`config.mk`:
```
export PLATFORM = sky130hd
export DESIGN_NAME = radio_status_flags
export DESIGN_NICKNAME = d
export VERILOG_FILES = /design/src/logic/radio_flags_pkg.sv /design/src/logic/bit_period_timer.sv /design/src/logic/clock_out_divider.sv /design/src/logic/radio_status_flags.sv
export VERILOG_INCLUDE_DIRS = /design/src /design/src/logic
export SDC_FILE = /design/constraint.sdc
export NUM_CORES = 1
export LEC_CHECK = 0
export BUFFER_PORTS_ARGS = -buffer_cell sky130_fd_sc_hd__buf_4
export CAP_MARGIN = 20
export CORE_ASPECT_RATIO = 1.1
export CORE_MARGIN = 2
export CORE_UTILIZATION = 50
export DETAILED_ROUTE_END_ITERATION = 8
export GPL_ROUTABILITY_DRIVEN = 0
export PLACE_DENSITY = 0.69
export SLEW_MARGIN = 20
export SYNTH_ARGS = -nofsm -noshare
export SYNTH_HDL_FRONTEND = slang
export SYNTH_SLANG_ARGS = --single-unit
```
`constraint.sdc`:
```
create_clock -name clock -period 2.5 [get_ports clock]
set_clock_uncertainty 0.2 [all_clocks]
set_input_delay 0.75 -clock clock [delete_from_list [all_inputs] [get_ports clock]]
set_output_delay 0.75 -clock clock [all_outputs]
set_load 0.005 [all_outputs]
```
`src/logic/radio_flags_map.svh`:
```
`ifndef RADIO_FLAGS_MAP_SVH
`define RADIO_FLAGS_MAP_SVH
// ****************************************
// register offsets
// ****************************************
`define OFS_PIN_MAP_LOW 7'h25
`define OFS_PIN_MAP_HIGH 7'h26
`define OFS_FLAGS_MODE 7'h27
`define OFS_FLAGS_FIFO 7'h28
`define OFS_STRENGTH_THRESHOLD 7'h29
`define OFS_START_TIMEOUT 7'h2A
`define OFS_POST_TIMEOUT 7'h2B
// ****************************************
// field positions
// ****************************************
`define BIT_RSSI_FLAG 3
`define BIT_MATCH_FLAG 0
`define BIT_OVERRUN_FLAG 4
// ****************************************
// reset values
// ****************************************
`define RST_PIN_MAP 8'h00
`define RST_STRENGTH_THRESHOLD 8'hE4
`define RST_TIMEOUT 8'h00
`define RST_CLOCK_SELECT 3'h7
// ****************************************
// codes and counts
// ****************************************
`define CLOCK_SELECT_RC 3'h6
`define CLOCK_SELECT_OFF 3'h7
`define FIFO_FULL_COUNT 7'h42
`define TIMEOUT_STEP_BITS 4
`endif

```
`src/logic/radio_flags_pkg.sv`:
```
package radio_flags_pkg;
	// operating mode, one-hot
	typedef enum logic [4:0]
	{
		MODE_SLEEP = 5'h01,
		MODE_STANDBY = 5'h02,
		MODE_SYNTH = 5'h04,
		MODE_RX = 5'h08,
		MODE_TX = 5'h10
	} op_mode_t;
	// timeout timer states, one-hot
	typedef enum logic [2:0]
	{
		TMR_IDLE = 3'h1,
		TMR_RUN = 3'h2,
		TMR_DONE = 3'h4
	} timer_state_t;
endpackage

```
`src/logic/bit_period_timer.sv`:
```
`timescale 1ns/1ps
`default_nettype none
`include "radio_flags_map.svh"
// counts limit*16 bit periods while armed, one pulse, no repeat
module bit_period_timer
#(
	parameter int unsigned LIMIT_WIDTH = 8,
	parameter int unsigned STEP_BITS = `TIMEOUT_STEP_BITS
)
(
	input wire logic clock,
	input wire logic rstn,
	input wire logic arm,
	input wire logic bit_tick,
	input wire logic [LIMIT_WIDTH-1:0] limit,
	output logic expired
);
	localparam int unsigned CW = LIMIT_WIDTH + STEP_BITS;
	radio_flags_pkg::timer_state_t state_q;
	logic [CW-1:0] count_q; // bit periods elapsed
	logic [CW-1:0] last; // final count before expiry
	logic at_end;
	assign last = {limit, {STEP_BITS{1'b0}}} - CW'(1);
	assign at_end = bit_tick && (count_q == last);
	// ****************************************
	// sequencing
	// ****************************************
	// a zero limit never leaves idle: timeout disabled
	always_ff @(posedge clock or negedge rstn)
	begin
		if (!rstn)
			state_q <= radio_flags_pkg::TMR_IDLE;
		else
			case (state_q)
				radio_flags_pkg::TMR_IDLE:
					if (arm && limit != '0)
						state_q <= radio_flags_pkg::TMR_RUN;
				radio_flags_pkg::TMR_RUN:
					if (!arm)
						state_q <= radio_flags_pkg::TMR_IDLE;
					else if (at_end)
						state_q <= radio_flags_pkg::TMR_DONE;
				radio_flags_pkg::TMR_DONE:
					if (!arm)
						state_q <= radio_flags_pkg::TMR_IDLE;
				default:
					state_q <= radio_flags_pkg::TMR_IDLE;
			endcase
	end
	// counter only advances on bit period enables
	always_ff @(posedge clock or negedge rstn)
	begin
		if (!rstn)
			count_q <= '0;
		else if (state_q != radio_flags_pkg::TMR_RUN || !arm)
			count_q <= '0;
		else if (bit_tick)
			count_q <= count_q + CW'(1);
	end
	// expiry pulse
	always_ff @(posedge clock or negedge rstn)
	begin
		if (!rstn)
			expired <= 1'b0;
		else
			expired <= (state_q == radio_flags_pkg::TMR_RUN) && arm && at_end;
	end
endmodule
`default_nettype wire

```
`src/logic/clock_out_divider.sv`:
```
`timescale 1ns/1ps
`default_nettype none
`include "radio_flags_map.svh"
// clock output pin: divided reference, rc clock, or off
module clock_out_divider
(
	input wire logic clock,
	input wire logic rstn,
	input wire logic [2:0] select,
	input wire logic rc_clock,
	output logic pin,
	output logic rc_enable
);
	logic [4:0] count_q; // free running divider
	always_ff @(posedge clock or negedge rstn)
	begin
		if (!rstn)
			count_q <= 5'h00;
		else
			count_q <= count_q + 5'h01;
	end
	// output from a flop: code 0 can only reach half rate
	always_ff @(posedge clock or negedge rstn)
	begin
		if (!rstn)
			pin <= 1'b0;
		else
			case (select)
				`CLOCK_SELECT_RC:
					pin <= rc_clock;
				`CLOCK_SELECT_OFF:
					pin <= 1'b0;
				3'h0:
					pin <= ~pin;
				default:
					pin <= count_q[select - 3'h1];
			endcase
	end
	// rc oscillator enabled only while selected
	always_ff @(posedge clock or negedge rstn)
	begin
		if (!rstn)
			rc_enable <= 1'b0;
		else
			rc_enable <= (select == `CLOCK_SELECT_RC);
	end
endmodule
`default_nettype wire

```
`src/logic/radio_status_flags.sv`:
```
// The strobed register port was chosen for this implementation.
`timescale 1ns/1ps
`default_nettype none
`include "radio_flags_map.svh"
// Overview of operation
// - mode ready set on reach, cleared on change
// - receive ready after rx chain settles
// - transmit ready after amplifier ramp
// - lock flag follows pll in fs/rx/tx
// - rssi flag above threshold, w1c, rx only
// - timeout flag, cleared leaving rx or empty
// - intermediate flag follows intermediate mode
// - match flag, w1c only in continuous mode
// - full flag exactly at 66 bytes
// - not-empty flag with any byte
// - level flag strictly above threshold
// - overrun flag set outside sleep
// - writing one clears flags and fifo
// - sent flag in tx, cleared leaving tx
// - payload ready after last byte, crc gated
// - checksum good flag, cleared on empty
// - threshold register resets to 0xE4
// - entry timeout, value times 16 bits
// - post-trigger timeout, value times 16 bits
// - clock output divider, rc, off
// - six two-bit pin selects, reset zero
// - strength is half-dB magnitude
module radio_status_flags
(
	input wire logic clock,
	input wire logic rstn,
	input wire logic [6:0] reg_addr,
	input wire logic [7:0] reg_wdata,
	input wire logic reg_write,
	input wire logic reg_read,
	output logic [7:0] reg_rdata,
	input wire radio_flags_pkg::op_mode_t op_mode,
	input wire logic xo_running,
	input wire logic pll_locked,
	input wire logic rssi_sampling,
	input wire logic pa_ramp_done,
	input wire logic rx_chain_settled,
	input wire logic [7:0] measured_strength,
	input wire logic intermediate_active,
	input wire logic match_detected,
	input wire logic packet_mode,
	input wire logic [6:0] fifo_count,
	input wire logic [6:0] queue_level_trigger,
	input wire logic overrun_event,
	input wire logic frame_sent_event,
	input wire logic last_byte_event,
	input wire logic checksum_pass,
	input wire logic crc_enable,
	input wire logic keep_bad_checksum_frames,
	input wire logic bit_tick,
	input wire logic rc_clock,
	output logic [5:0] pin_out,
	output logic clock_output_pin,
	output logic rc_osc_enable,
	output logic fifo_flush
);
	// ****************************************
	// registers
	// ****************************************
	logic [7:0] pin_map_low_q; // pins 0..3 selects
	logic [3:0] pin_map_high_q; // pins 4..5 selects
	logic [2:0] clock_out_divider_select_q;
	logic [7:0] strength_trigger_level_q;
	logic [7:0] receive_entry_timeout_q;
	logic [7:0] post_trigger_timeout_q;
	radio_flags_pkg::op_mode_t mode_prev_q; // last mode seen
	logic requested_state_reached_q;
	logic receive_ready_flag_q;
	logic transmit_ready_flag_q;
	logic synth_locked_flag_q;
	logic rssi_flag_q;
	logic timeout_flag_q;
	logic intermediate_state_flag_q;
	logic preamble_word_match_flag_q;
	logic queue_full_flag_q;
	logic queue_has_bytes_flag_q;
	logic queue_above_threshold_flag_q;
	logic queue_overflow_flag_q;
	logic frame_transmitted_flag_q;
	logic frame_received_flag_q;
	logic checksum_good_flag_q;
	logic rssi_seen_q; // threshold crossed in this rx visit
	// ****************************************
	// decode
	// ****************************************
	logic in_rx, in_tx, mode_changed, emptied;
	logic wr_flags_mode, wr_flags_fifo, overrun_clear;
	logic entry_expired, post_expired;
	logic strength_over, payload_done;
	logic [7:0] flags_mode, flags_fifo, rd_d;
	logic [15:0] flag_word;
	logic [11:0] pin_map_all; // both select registers, pin 0 at the top
	assign in_rx = (op_mode == radio_flags_pkg::MODE_RX);
	assign in_tx = (op_mode == radio_flags_pkg::MODE_TX);
	assign mode_changed = (op_mode != mode_prev_q);
	// fifo drained: bytes were there, now none
	assign emptied = queue_has_bytes_flag_q && (fifo_count == 7'h00);
	assign wr_flags_mode = reg_write && reg_addr == `OFS_FLAGS_MODE;
	assign wr_flags_fifo = reg_write && reg_addr == `OFS_FLAGS_FIFO;
	assign overrun_clear = wr_flags_fifo && reg_wdata[`BIT_OVERRUN_FLAG];
	// magnitude compare: larger value means weaker signal
	assign strength_over = measured_strength > strength_trigger_level_q;
	// bad crc frames are dropped unless kept
	assign payload_done = last_byte_event && (!crc_enable || keep_bad_checksum_frames || checksum_pass);
	assign flags_mode = {requested_state_reached_q, receive_ready_flag_q, transmit_ready_flag_q,
		synth_locked_flag_q, rssi_flag_q, timeout_flag_q, intermediate_state_flag_q,
		preamble_word_match_flag_q};
	assign flags_fifo = {queue_full_flag_q, queue_has_bytes_flag_q, queue_above_threshold_flag_q,
		queue_overflow_flag_q, frame_transmitted_flag_q, frame_received_flag_q,
		checksum_good_flag_q, 1'b0};
	assign flag_word = {flags_mode, flags_fifo};
	// one vector keeps every pin's slice in range
	assign pin_map_all = {pin_map_low_q, pin_map_high_q};
	// ****************************************
	// helpers
	// ****************************************
	// has the requested mode been reached
	function automatic logic mode_reached(input radio_flags_pkg::op_mode_t m, input logic xo,
		input logic lock, input logic rssi_go, input logic ramp);
		case (m)
			radio_flags_pkg::MODE_SLEEP: mode_reached = 1'b1;
			radio_flags_pkg::MODE_STANDBY: mode_reached = xo;
			radio_flags_pkg::MODE_SYNTH: mode_reached = lock;
			radio_flags_pkg::MODE_RX: mode_reached = rssi_go;
			radio_flags_pkg::MODE_TX: mode_reached = ramp;
			default: mode_reached = 1'b0;
		endcase
	endfunction
	// flag word index for a pin select; two tables by data mode
	function automatic logic [3:0] pin_source(input int unsigned pin, input logic [1:0] code,
		input logic pkt);
		logic [15:0] row;
		row = 16'h0000;
		case (pin)
			0: row = pkt ? 16'hF8A9 : 16'h8D2F;
			1: row = pkt ? 16'hA6D7 : 16'h8DC4;
			2: row = pkt ? 16'hF806 : 16'hF806;
			3: row = pkt ? 16'hFC09 : 16'hF8DC;
			4: row = pkt ? 16'hCBA9 : 16'hCBAD;
			default: row = pkt ? 16'hF9DE : 16'hF9DE;
		endcase
		pin_source = row[{code, 2'b00} +: 4];
	endfunction
	// ****************************************
	// register writes
	// ****************************************
	always_ff @(posedge clock or negedge rstn)
	begin
		if (!rstn)
		begin
			pin_map_low_q <= `RST_PIN_MAP;
			pin_map_high_q <= 4'h0;
			clock_out_divider_select_q <= `RST_CLOCK_SELECT;
			strength_trigger_level_q <= `RST_STRENGTH_THRESHOLD;
			receive_entry_timeout_q <= `RST_TIMEOUT;
			post_trigger_timeout_q <= `RST_TIMEOUT;
		end
		else if (reg_write)
			case (reg_addr)
				`OFS_PIN_MAP_LOW:
					pin_map_low_q <= reg_wdata;
				`OFS_PIN_MAP_HIGH:
				begin
					pin_map_high_q <= reg_wdata[7:4];
					clock_out_divider_select_q <= reg_wdata[2:0];
				end
				`OFS_STRENGTH_THRESHOLD:
					strength_trigger_level_q <= reg_wdata;
				`OFS_START_TIMEOUT:
					receive_entry_timeout_q <= reg_wdata;
				`OFS_POST_TIMEOUT:
					post_trigger_timeout_q <= reg_wdata;
				default:
					pin_map_low_q <= pin_map_low_q;
			endcase
	end
	// ****************************************
	// mode flags
	// ****************************************
	always_ff @(posedge clock or negedge rstn)
	begin
		if (!rstn)
			mode_prev_q <= radio_flags_pkg::MODE_SLEEP;
		else
			mode_prev_q <= op_mode;
	end
	// reset shows ready: device wakes already in its mode
	always_ff @(posedge clock or negedge rstn)
	begin
		if (!rstn)
			requested_state_reached_q <= 1'b1;
		else if (mode_changed)
			requested_state_reached_q <= 1'b0;
		else if (mode_reached(op_mode, xo_running, pll_locked, rssi_sampling, pa_ramp_done))
			requested_state_reached_q <= 1'b1;
	end
	// rx/tx readiness and lock
	always_ff @(posedge clock or negedge rstn)
	begin
		if (!rstn)
		begin
			receive_ready_flag_q <= 1'b0;
			transmit_ready_flag_q <= 1'b0;
			synth_locked_flag_q <= 1'b0;
			intermediate_state_flag_q <= 1'b0;
		end
		else
		begin
			receive_ready_flag_q <= in_rx && !mode_changed && (receive_ready_flag_q || rx_chain_settled);
			transmit_ready_flag_q <= in_tx && !mode_changed && (transmit_ready_flag_q || pa_ramp_done);
			synth_locked_flag_q <= pll_locked && (in_rx || in_tx ||
				op_mode == radio_flags_pkg::MODE_SYNTH);
			intermediate_state_flag_q <= intermediate_active;
		end
	end
	// ****************************************
	// receive flags
	// ****************************************
	// set wins over software clear; leaving rx always clears
	always_ff @(posedge clock or negedge rstn)
	begin
		if (!rstn)
			rssi_flag_q <= 1'b0;
		else if (!in_rx)
			rssi_flag_q <= 1'b0;
		else if (strength_over)
			rssi_flag_q <= 1'b1;
		else if (wr_flags_mode && reg_wdata[`BIT_RSSI_FLAG])
			rssi_flag_q <= 1'b0;
	end
	// tracks the crossing itself, immune to software clear
	always_ff @(posedge clock or negedge rstn)
	begin
		if (!rstn)
			rssi_seen_q <= 1'b0;
		else if (!in_rx || mode_changed)
			rssi_seen_q <= 1'b0;
		else if (strength_over)
			rssi_seen_q <= 1'b1;
	end
	// match flag: software clear only in continuous mode
	always_ff @(posedge clock or negedge rstn)
	begin
		if (!rstn)
			preamble_word_match_flag_q <= 1'b0;
		else if (!in_rx)
			preamble_word_match_flag_q <= 1'b0;
		else if (match_detected)
			preamble_word_match_flag_q <= 1'b1;
		else if (emptied || overrun_clear || (!packet_mode && wr_flags_mode && reg_wdata[`BIT_MATCH_FLAG]))
			preamble_word_match_flag_q <= 1'b0;
	end
	// timeout: expiry beats the empty and overrun clears; leaving rx beats expiry
	always_ff @(posedge clock or negedge rstn)
	begin
		if (!rstn)
			timeout_flag_q <= 1'b0;
		else if (!in_rx)
			timeout_flag_q <= 1'b0;
		else if (entry_expired || post_expired)
			timeout_flag_q <= 1'b1;
		else if (emptied || overrun_clear)
			timeout_flag_q <= 1'b0;
	end
	// entry timer stops at the first crossing
	bit_period_timer entry_timer
	(
		.clock(clock),
		.rstn(rstn),
		.arm(in_rx && !mode_changed && !rssi_seen_q && !strength_over),
		.bit_tick(bit_tick),
		.limit(receive_entry_timeout_q),
		.expired(entry_expired)
	);
	// post-trigger timer stops when payload is ready
	bit_period_timer post_timer
	(
		.clock(clock),
		.rstn(rstn),
		.arm(in_rx && rssi_seen_q && !frame_received_flag_q && !payload_done),
		.bit_tick(bit_tick),
		.limit(post_trigger_timeout_q),
		.expired(post_expired)
	);
	// ****************************************
	// fifo and packet flags
	// ****************************************
	// levels follow the fifo count one cycle late
	always_ff @(posedge clock or negedge rstn)
	begin
		if (!rstn)
		begin
			queue_full_flag_q <= 1'b0;
			queue_has_bytes_flag_q <= 1'b0;
			queue_above_threshold_flag_q <= 1'b0;
		end
		else
		begin
			queue_full_flag_q <= (fifo_count == `FIFO_FULL_COUNT);
			queue_has_bytes_flag_q <= (fifo_count != 7'h00);
			queue_above_threshold_flag_q <= (fifo_count > queue_level_trigger);
		end
	end
	// overrun: a new overrun beats the clearing write
	always_ff @(posedge clock or negedge rstn)
	begin
		if (!rstn)
			queue_overflow_flag_q <= 1'b0;
		else if (overrun_event && op_mode != radio_flags_pkg::MODE_SLEEP)
			queue_overflow_flag_q <= 1'b1;
		else if (overrun_clear)
			queue_overflow_flag_q <= 1'b0;
	end
	// one-cycle flush request to the fifo
	always_ff @(posedge clock or negedge rstn)
	begin
		if (!rstn)
			fifo_flush <= 1'b0;
		else
			fifo_flush <= overrun_clear;
	end
	always_ff @(posedge clock or negedge rstn)
	begin
		if (!rstn)
			frame_transmitted_flag_q <= 1'b0;
		else if (!in_tx)
			frame_transmitted_flag_q <= 1'b0;
		else if (frame_sent_event)
			frame_transmitted_flag_q <= 1'b1;
	end
	// payload and crc flags end with the fifo contents
	always_ff @(posedge clock or negedge rstn)
	begin
		if (!rstn)
		begin
			frame_received_flag_q <= 1'b0;
			checksum_good_flag_q <= 1'b0;
		end
		else
		begin
			if (in_rx && payload_done)
				frame_received_flag_q <= 1'b1;
			else if (emptied || overrun_clear)
				frame_received_flag_q <= 1'b0;
			if (in_rx && last_byte_event && crc_enable && checksum_pass)
				checksum_good_flag_q <= 1'b1;
			else if (emptied || overrun_clear)
				checksum_good_flag_q <= 1'b0;
		end
	end
	// ****************************************
	// pins and read port
	// ****************************************
	// each pin picks one registered flag, except constant zero for pin 2 code 1 and for pin 3 code 1 in packet mode
	always_ff @(posedge clock or negedge rstn)
	begin
		if (!rstn)
			pin_out <= 6'h00;
		else
			for (int unsigned p = 0; p < 6; p++)
				pin_out[p] <= flag_word[pin_source(p, pin_map_all[11 - 2 * p -: 2], packet_mode)];
	end
	always_comb
	begin
		case (reg_addr)
			`OFS_PIN_MAP_LOW: rd_d = pin_map_low_q;
			`OFS_PIN_MAP_HIGH: rd_d = {pin_map_high_q, 1'b0, clock_out_divider_select_q};
			`OFS_FLAGS_MODE: rd_d = flags_mode;
			`OFS_FLAGS_FIFO: rd_d = flags_fifo;
			`OFS_STRENGTH_THRESHOLD: rd_d = strength_trigger_level_q;
			`OFS_START_TIMEOUT: rd_d = receive_entry_timeout_q;
			`OFS_POST_TIMEOUT: rd_d = post_trigger_timeout_q;
			default: rd_d = 8'h00;
		endcase
	end
	// read data valid only in the cycle after the strobe
	always_ff @(posedge clock or negedge rstn)
	begin
		if (!rstn)
			reg_rdata <= 8'h00;
		else if (reg_read)
			reg_rdata <= rd_d;
		else
			reg_rdata <= 8'h00;
	end
	clock_out_divider clock_out
	(
		.clock(clock),
		.rstn(rstn),
		.select(clock_out_divider_select_q),
		.rc_clock(rc_clock),
		.pin(clock_output_pin),
		.rc_enable(rc_osc_enable)
	);
endmodule
`default_nettype wire

```
==> impl_metrics.toml, run 1 <==
[status]
run_status = "complete, no violations"

[route]
viasPerCell = 5.71
postRouteAntennaNets = 0
num_vias = 5197
wl_um = 16200
drt-pass1-iter-count = 5
drc = 0
routedWlPerCell_um = 17.8
drt-initial-drc-count = 249

[sta]
maxSlewViolCount = 0
grt_setup_unrepaired = "false"
final-hold-violation-count = 0
period_minus_slack_ns = 2.25
fin_setup_tns_ns = 0
max_freq_ghz = 0.444
post-route-period-util = 0.901
setup_viol = 0
slew_headroom = 0.617
worstMarginPinSlew_ns = 0.571
timing.final.ws_setup_ns = 0.247

[yosys]
synth.avg_cell_area_um2 = 10.7
yosysSeqAreaShare = 0.430
synth.top_cell.area_share = 0.386
syn_nets = 717
async_flop_share = 1.00
synth.most_common_cell = "dfrtp_1"
yosys.area.top_type = "dfrtp_1"
ys.flop_type = "dfrtp_1"
synthTopCellsByArea = "dfrtp_1 39%, ha_1 6.4%, mux2_2 5.7%"
ys_types = 69
synth_edf_count = 0
netlist_area_mm2 = 0.00667
yosys_warnings = 0
synthCells = 621
synthTopCellsByCount = "103 x dfrtp_1, 65 x nor2_1, 40 x inv_1, 34 x ha_1, 34 x mux2_2"
ys_ff_latch = 114

[grt]
grtUsageTotal = 0.242
grt_pass1_wl_um = 26700
busiest_layer = "met2"
grtUsageMet2 = 0.416
grt_max_degree = 36
met1_usage = 0.289
grt_overflow = 0
use_met3 = 0.0533
grt_pass1_vias = 5391
grt_antenna_before_repair = 0

[layout]
syn_to_final_growth_pct = 24.9
nets = 832
antenna_cells = 0
fin_area_mm2 = 0.00833
instances_no_fill = 910
drive_gt1_frac = 0.292

[clocking]
cts.repair.resized = 0
cts.clk_slew.worst_paths_ns = 0.06
cts.sinks = 114
cts-hold-fix-buffers = 0
cts_tree = "built"
htreeDepth = 4
clockRootBuffer = "clkbuf_16"
worstSkewPairLatency_ns = 0.42
clk_path_buf_depth = 2
cts_buffers = 17
cts_setup_buffers = 0

[min_path]
hp-class = "in2async"

[setup_path]
critical_path.endpoint_type = "register"
reg2reg_depth = 7
critPathArrivalTime_ns = 2.36
critPathLaunchType = "register"
criticalPathCategory = "reg2reg"
regToRegSetupSlack_ns = 0.25
reg2reg_from = "post_trigger_timeout_q[0]"
crit_fanout = 7
worst_ep_required_time_ns = 2.61
worstSetupStartpoint = "post_trigger_timeout_q[0]"

[placed_design]
dp.cells = 878
pre_cts_slack_ns = -0.0845
portBuffers = 78
post-dp-hpwl_um = 12400
dpl_cell_area_mm2 = 0.00769

[power_and_ir_drop]
power.leakage_uw = 0.00383
powerDensity_mw_per_mm2 = 649
power_uw = 5410
ir_worst_vdd_mv = 0.480

[run]
drv_cap = 0

[die]
io_pins = 79
placeableCoreArea_mm2 = 0.0131
die_w_um = 114
placementRows = 44
fp.dieH_um = 125
start_util = 0.509
die_area_mm2 = 0.0143
[layout by cell type (no fill, tap or decap), types with 12 or more instances in the layout]
master and count:
clkbuf_16 17, nand3_1 20, nor2_1 65, mux4_2 15
ha_1 33, mux2_1 15, xor2_1 25, inv_1 39
mux2_2 34, dfrtp_1 103, xnor2_1 26, nand2_1 33
a22oi_1 12, buf_4 109, a21oi_1 25
[where the power goes]
group / leakage, µW / internal, µW / switching [µW] / total [µW]
Clock: 0.000298 / 1720 / 872 / 2590
Combinational: 0.00204 / 400 / 360 / 760
Sequential: 0.00150 / 1940 / 114 / 2060
[routing by layer]
metal / vias up / routed length [µm]
li1: 2458 / -
met1: 2570 / 6580
met2: 126 / 8420
met3: 43 / 707
met4: 0 / 512
met5: - / 0
[final timing paths]
check | to
min in group clock | intermediate_state_flag_q
setup reg to reg | post_timer.state_q[1]
setup / recovery | post_timer.state_q[1]
max in group asynchronous | entry_timer.state_q[0]
hold / removal | preamble_word_match_flag_q
hold reg to reg | timeout_flag_q
[metrics by stage]
| step | utilization | hold slack [ns] |
|---|---|---|
| after global placement | 0.587 | 0.256 |
| after detailed placement | 0.587 | 0.269 |
| after CTS | 0.636 | 0.0995 |
| after global routing | 0.636 | 0.120 |
| final | 0.636 | 0.0929 |
| after floorplan | - | 0.238 |
[cells by family after synthesis]
kind of cell	Yosys count	share of synthesized area
and+or+nand+nor	196	0.157
AOI/OAI and AO/OA	95	0.0981
muxes	76	0.151
xor gates and xnor gates	51	0.0670
adders and majority gates	34	0.0638
DFF	114	0.430
buffers and inverters	55	0.0326
[registers in the layout (all words and copies together), names as in the netlist, 6 cells and up]
register,count
entry_timer.count_q,12
pin_map_low_q,8
pin_out,6
post_timer.count_q,12
post_trigger_timeout_q,8
receive_entry_timeout_q,8
reg_rdata,8
strength_trigger_level_q,8
[worst max-delay path, stage by stage, from the launching register on]
cell and delay, ns:
dfrtp_1 0.35, inv_1 0.05, ha_1 0.26, nor2b_1 0.16
or3_1 0.36, a31o_1 0.21, a211o_1 0.31, a41o_1 0.25
[cell type report]
cell class                      instances  area, µm²
Clock inverter                         12        181
Tap cell                              161        201
Timing Repair Buffer                  111        858
Clock buffer                           20        457
Inverter                               40        153
Fill cell                            1035       4770
Multi-Input combinational cell        452       3610
Sequential cell                       114       2870
Power figures use the tool's default switching activity.
==> inputs of run 2 (changes only) <==
--- a/config.mk
+++ b/config.mk
@@ -11,6 +11,7 @@
 export CORE_ASPECT_RATIO = 1.1
 export CORE_MARGIN = 2
 export CORE_UTILIZATION = 50
+export CTS_BUF_LIST = sky130_fd_sc_hd__clkbuf_4 sky130_fd_sc_hd__clkbuf_8 sky130_fd_sc_hd__clkbuf_16
 export DETAILED_ROUTE_END_ITERATION = 8
 export GPL_ROUTABILITY_DRIVEN = 0
 export PLACE_DENSITY = 0.69
==> impl_metrics.toml, run 2 (synthesis gave the netlist of run 1 again) <==
[sta]
slew_headroom = 0.621
maxSlewViolCount = 0
final-hold-violation-count = 0
setup_viol = 0
post-route-period-util = 0.902
whs_ns = 0.0917
grt_setup_unrepaired = "false"
period_minus_slack_ns = 2.25
max_freq_ghz = 0.444
worstMarginPinSlew_ns = 0.565

[route]
viasPerCell = 5.73
drt-initial-drc-count = 290
wl_um = 16200
num_vias = 5216
routedWlPerCell_um = 17.8
postRouteAntennaNets = 0
drc = 0
drt-pass1-iter-count = 6

[layout]
final_cell_mix = "109 x buf_4, 103 x dfrtp_1, 65 x nor2_1, 39 x inv_1, 34 x mux2_2"
drive_gt1_frac = 0.294
nets = 832
antenna_cells = 0
layout_commonest_cell = "buf_4"
top_regs = "entry_timer.count_q: 12 flops, post_timer.count_q: 12 flops"
syn_to_final_growth_pct = 25.0
fill_cells = 1037

[clocking]
cts_buffers = 17
cts.repair.resized = 0
clk_path_buf_depth = 2
htreeDepth = 4
cts_tree = "built"
cts.sinks = 114
worstSkewPairLatency_ns = 0.42
clockRootBuffer = "clkbuf_16"
cts_setup_buffers = 0
cts.clk_slew.worst_paths_ns = 0.05
cts-hold-fix-buffers = 0

[power_and_ir_drop]
power.leakage_uw = 0.00383
power_uw = 5410
ir_worst_vdd_mv = 0.479
powerDensity_mw_per_mm2 = 649

[run]
drv_cap = 0

[placed_design]
portBuffers = 78
post-dp-hpwl_um = 12400

[grt]
grt_pass1_wl_um = 26700
grtUsageTotal = 0.242
grt_pass1_vias = 5380
grt_max_degree = 36
grt_antenna_before_repair = 0
grt_overflow = 0

[setup_path]
criticalPathCategory = "reg2reg"
crit_path_top_delay_cell = "or3_1"
crit_buf_inv = 1
slowest_delay_ns = 0.36
crit_fanout = 7
path_delay_family = "compound AO/OA/AOI/OAI gates"
path_cells = "inv_1 -> ha_1 -> nor2b_1 -> or3_1 -> a31o_1 -> a211o_1 -> a41o_1"
critPathLaunchType = "register"
worst_ep_required_time_ns = 2.61
critical_path.endpoint_type = "register"
critPathArrivalTime_ns = 2.36

[die]
io_pins = 79
fp.dieH_um = 125
placementRows = 44
die_w_um = 114
start_util = 0.509
die_area_mm2 = 0.0143
placeableCoreArea_mm2 = 0.0131

[min_path]
hp-class = "in2async"

[status]
run_status = "complete, no violations"
## run 2: cell types whose count changed in the layout (fill, tap and decap cells not counted)
cell,change
clkbuf_1,-1
clkbuf_4,+1
## run 2: final cells by class
type	instances	area, µm²	share of cell area
sequential	114	2870	0.344
timing repair buffer	111	858	0.103
clock buffer	20	460	0.0552
clock inverter	12	181	0.0218
multi-input combinational	452	3610	0.434
inverter	40	153	0.0183
tap	161	201	0.0242
## run 2: metal layers
metal	GRT usage	part of all wire	wire, µm	vias to the layer above
met5	0	0	0	-
met3	0.0533	0.044	707	42
met2	0.415	0.52	8400	138
met1	0.289	0.41	6550	2577
met4	0.107	0.031	508	0
li1	-	-	-	2459
## run 2: worst register-to-register path, delay by kind of cell (launching register included)
family	cells	cell delay, ns
adders and majority gates	1	0.26
buffers and inverters	1	0.05
DFF	1	0.35
AOI/OAI and AO/OA	3	0.77
and+or+nand+nor	2	0.52
## run 2: through the flow
step	util	TNS [ns]	instances	setup slack (ns)	area, µm²
after floorplan	-	0	621	0.0140	6700
after global placement	0.587	-0.222	878	-0.0482	7690
after detailed placement	0.587	-0.904	878	-0.0845	7690
after CTS	0.636	0	910	0.240	8330
after global routing	0.636	0	910	0.112	8330
final	0.636	0	910	0.246	8330
## run 2: power breakdown
group	internal (µW)	switching, µW	leakage [µW]
registers	1940	114	0.00150
clock network	1730	867	0.000302
logic	400	359	0.00204
total	4070	1340	0.00383
## run 2: path summary, 6_finish.rpt
kind / slack, ns / to / start / depth (start not counted)
worst max-delay path: 0.25 / post_timer.state_q[1] / post_trigger_timeout_q[0] / 7
worst min-delay path: 0.09 / mode_prev_q[2] / rstn / 1
worst min register to register: 0.28 / timeout_flag_q / entry_timer.expired / 2
max in group asynchronous: 1.35 / entry_timer.state_q[0] / rstn / 2
worst max register to register: 0.25 / post_timer.state_q[1] / post_trigger_timeout_q[0] / 7
min in group clock: 0.24 / intermediate_state_flag_q / intermediate_active / 1
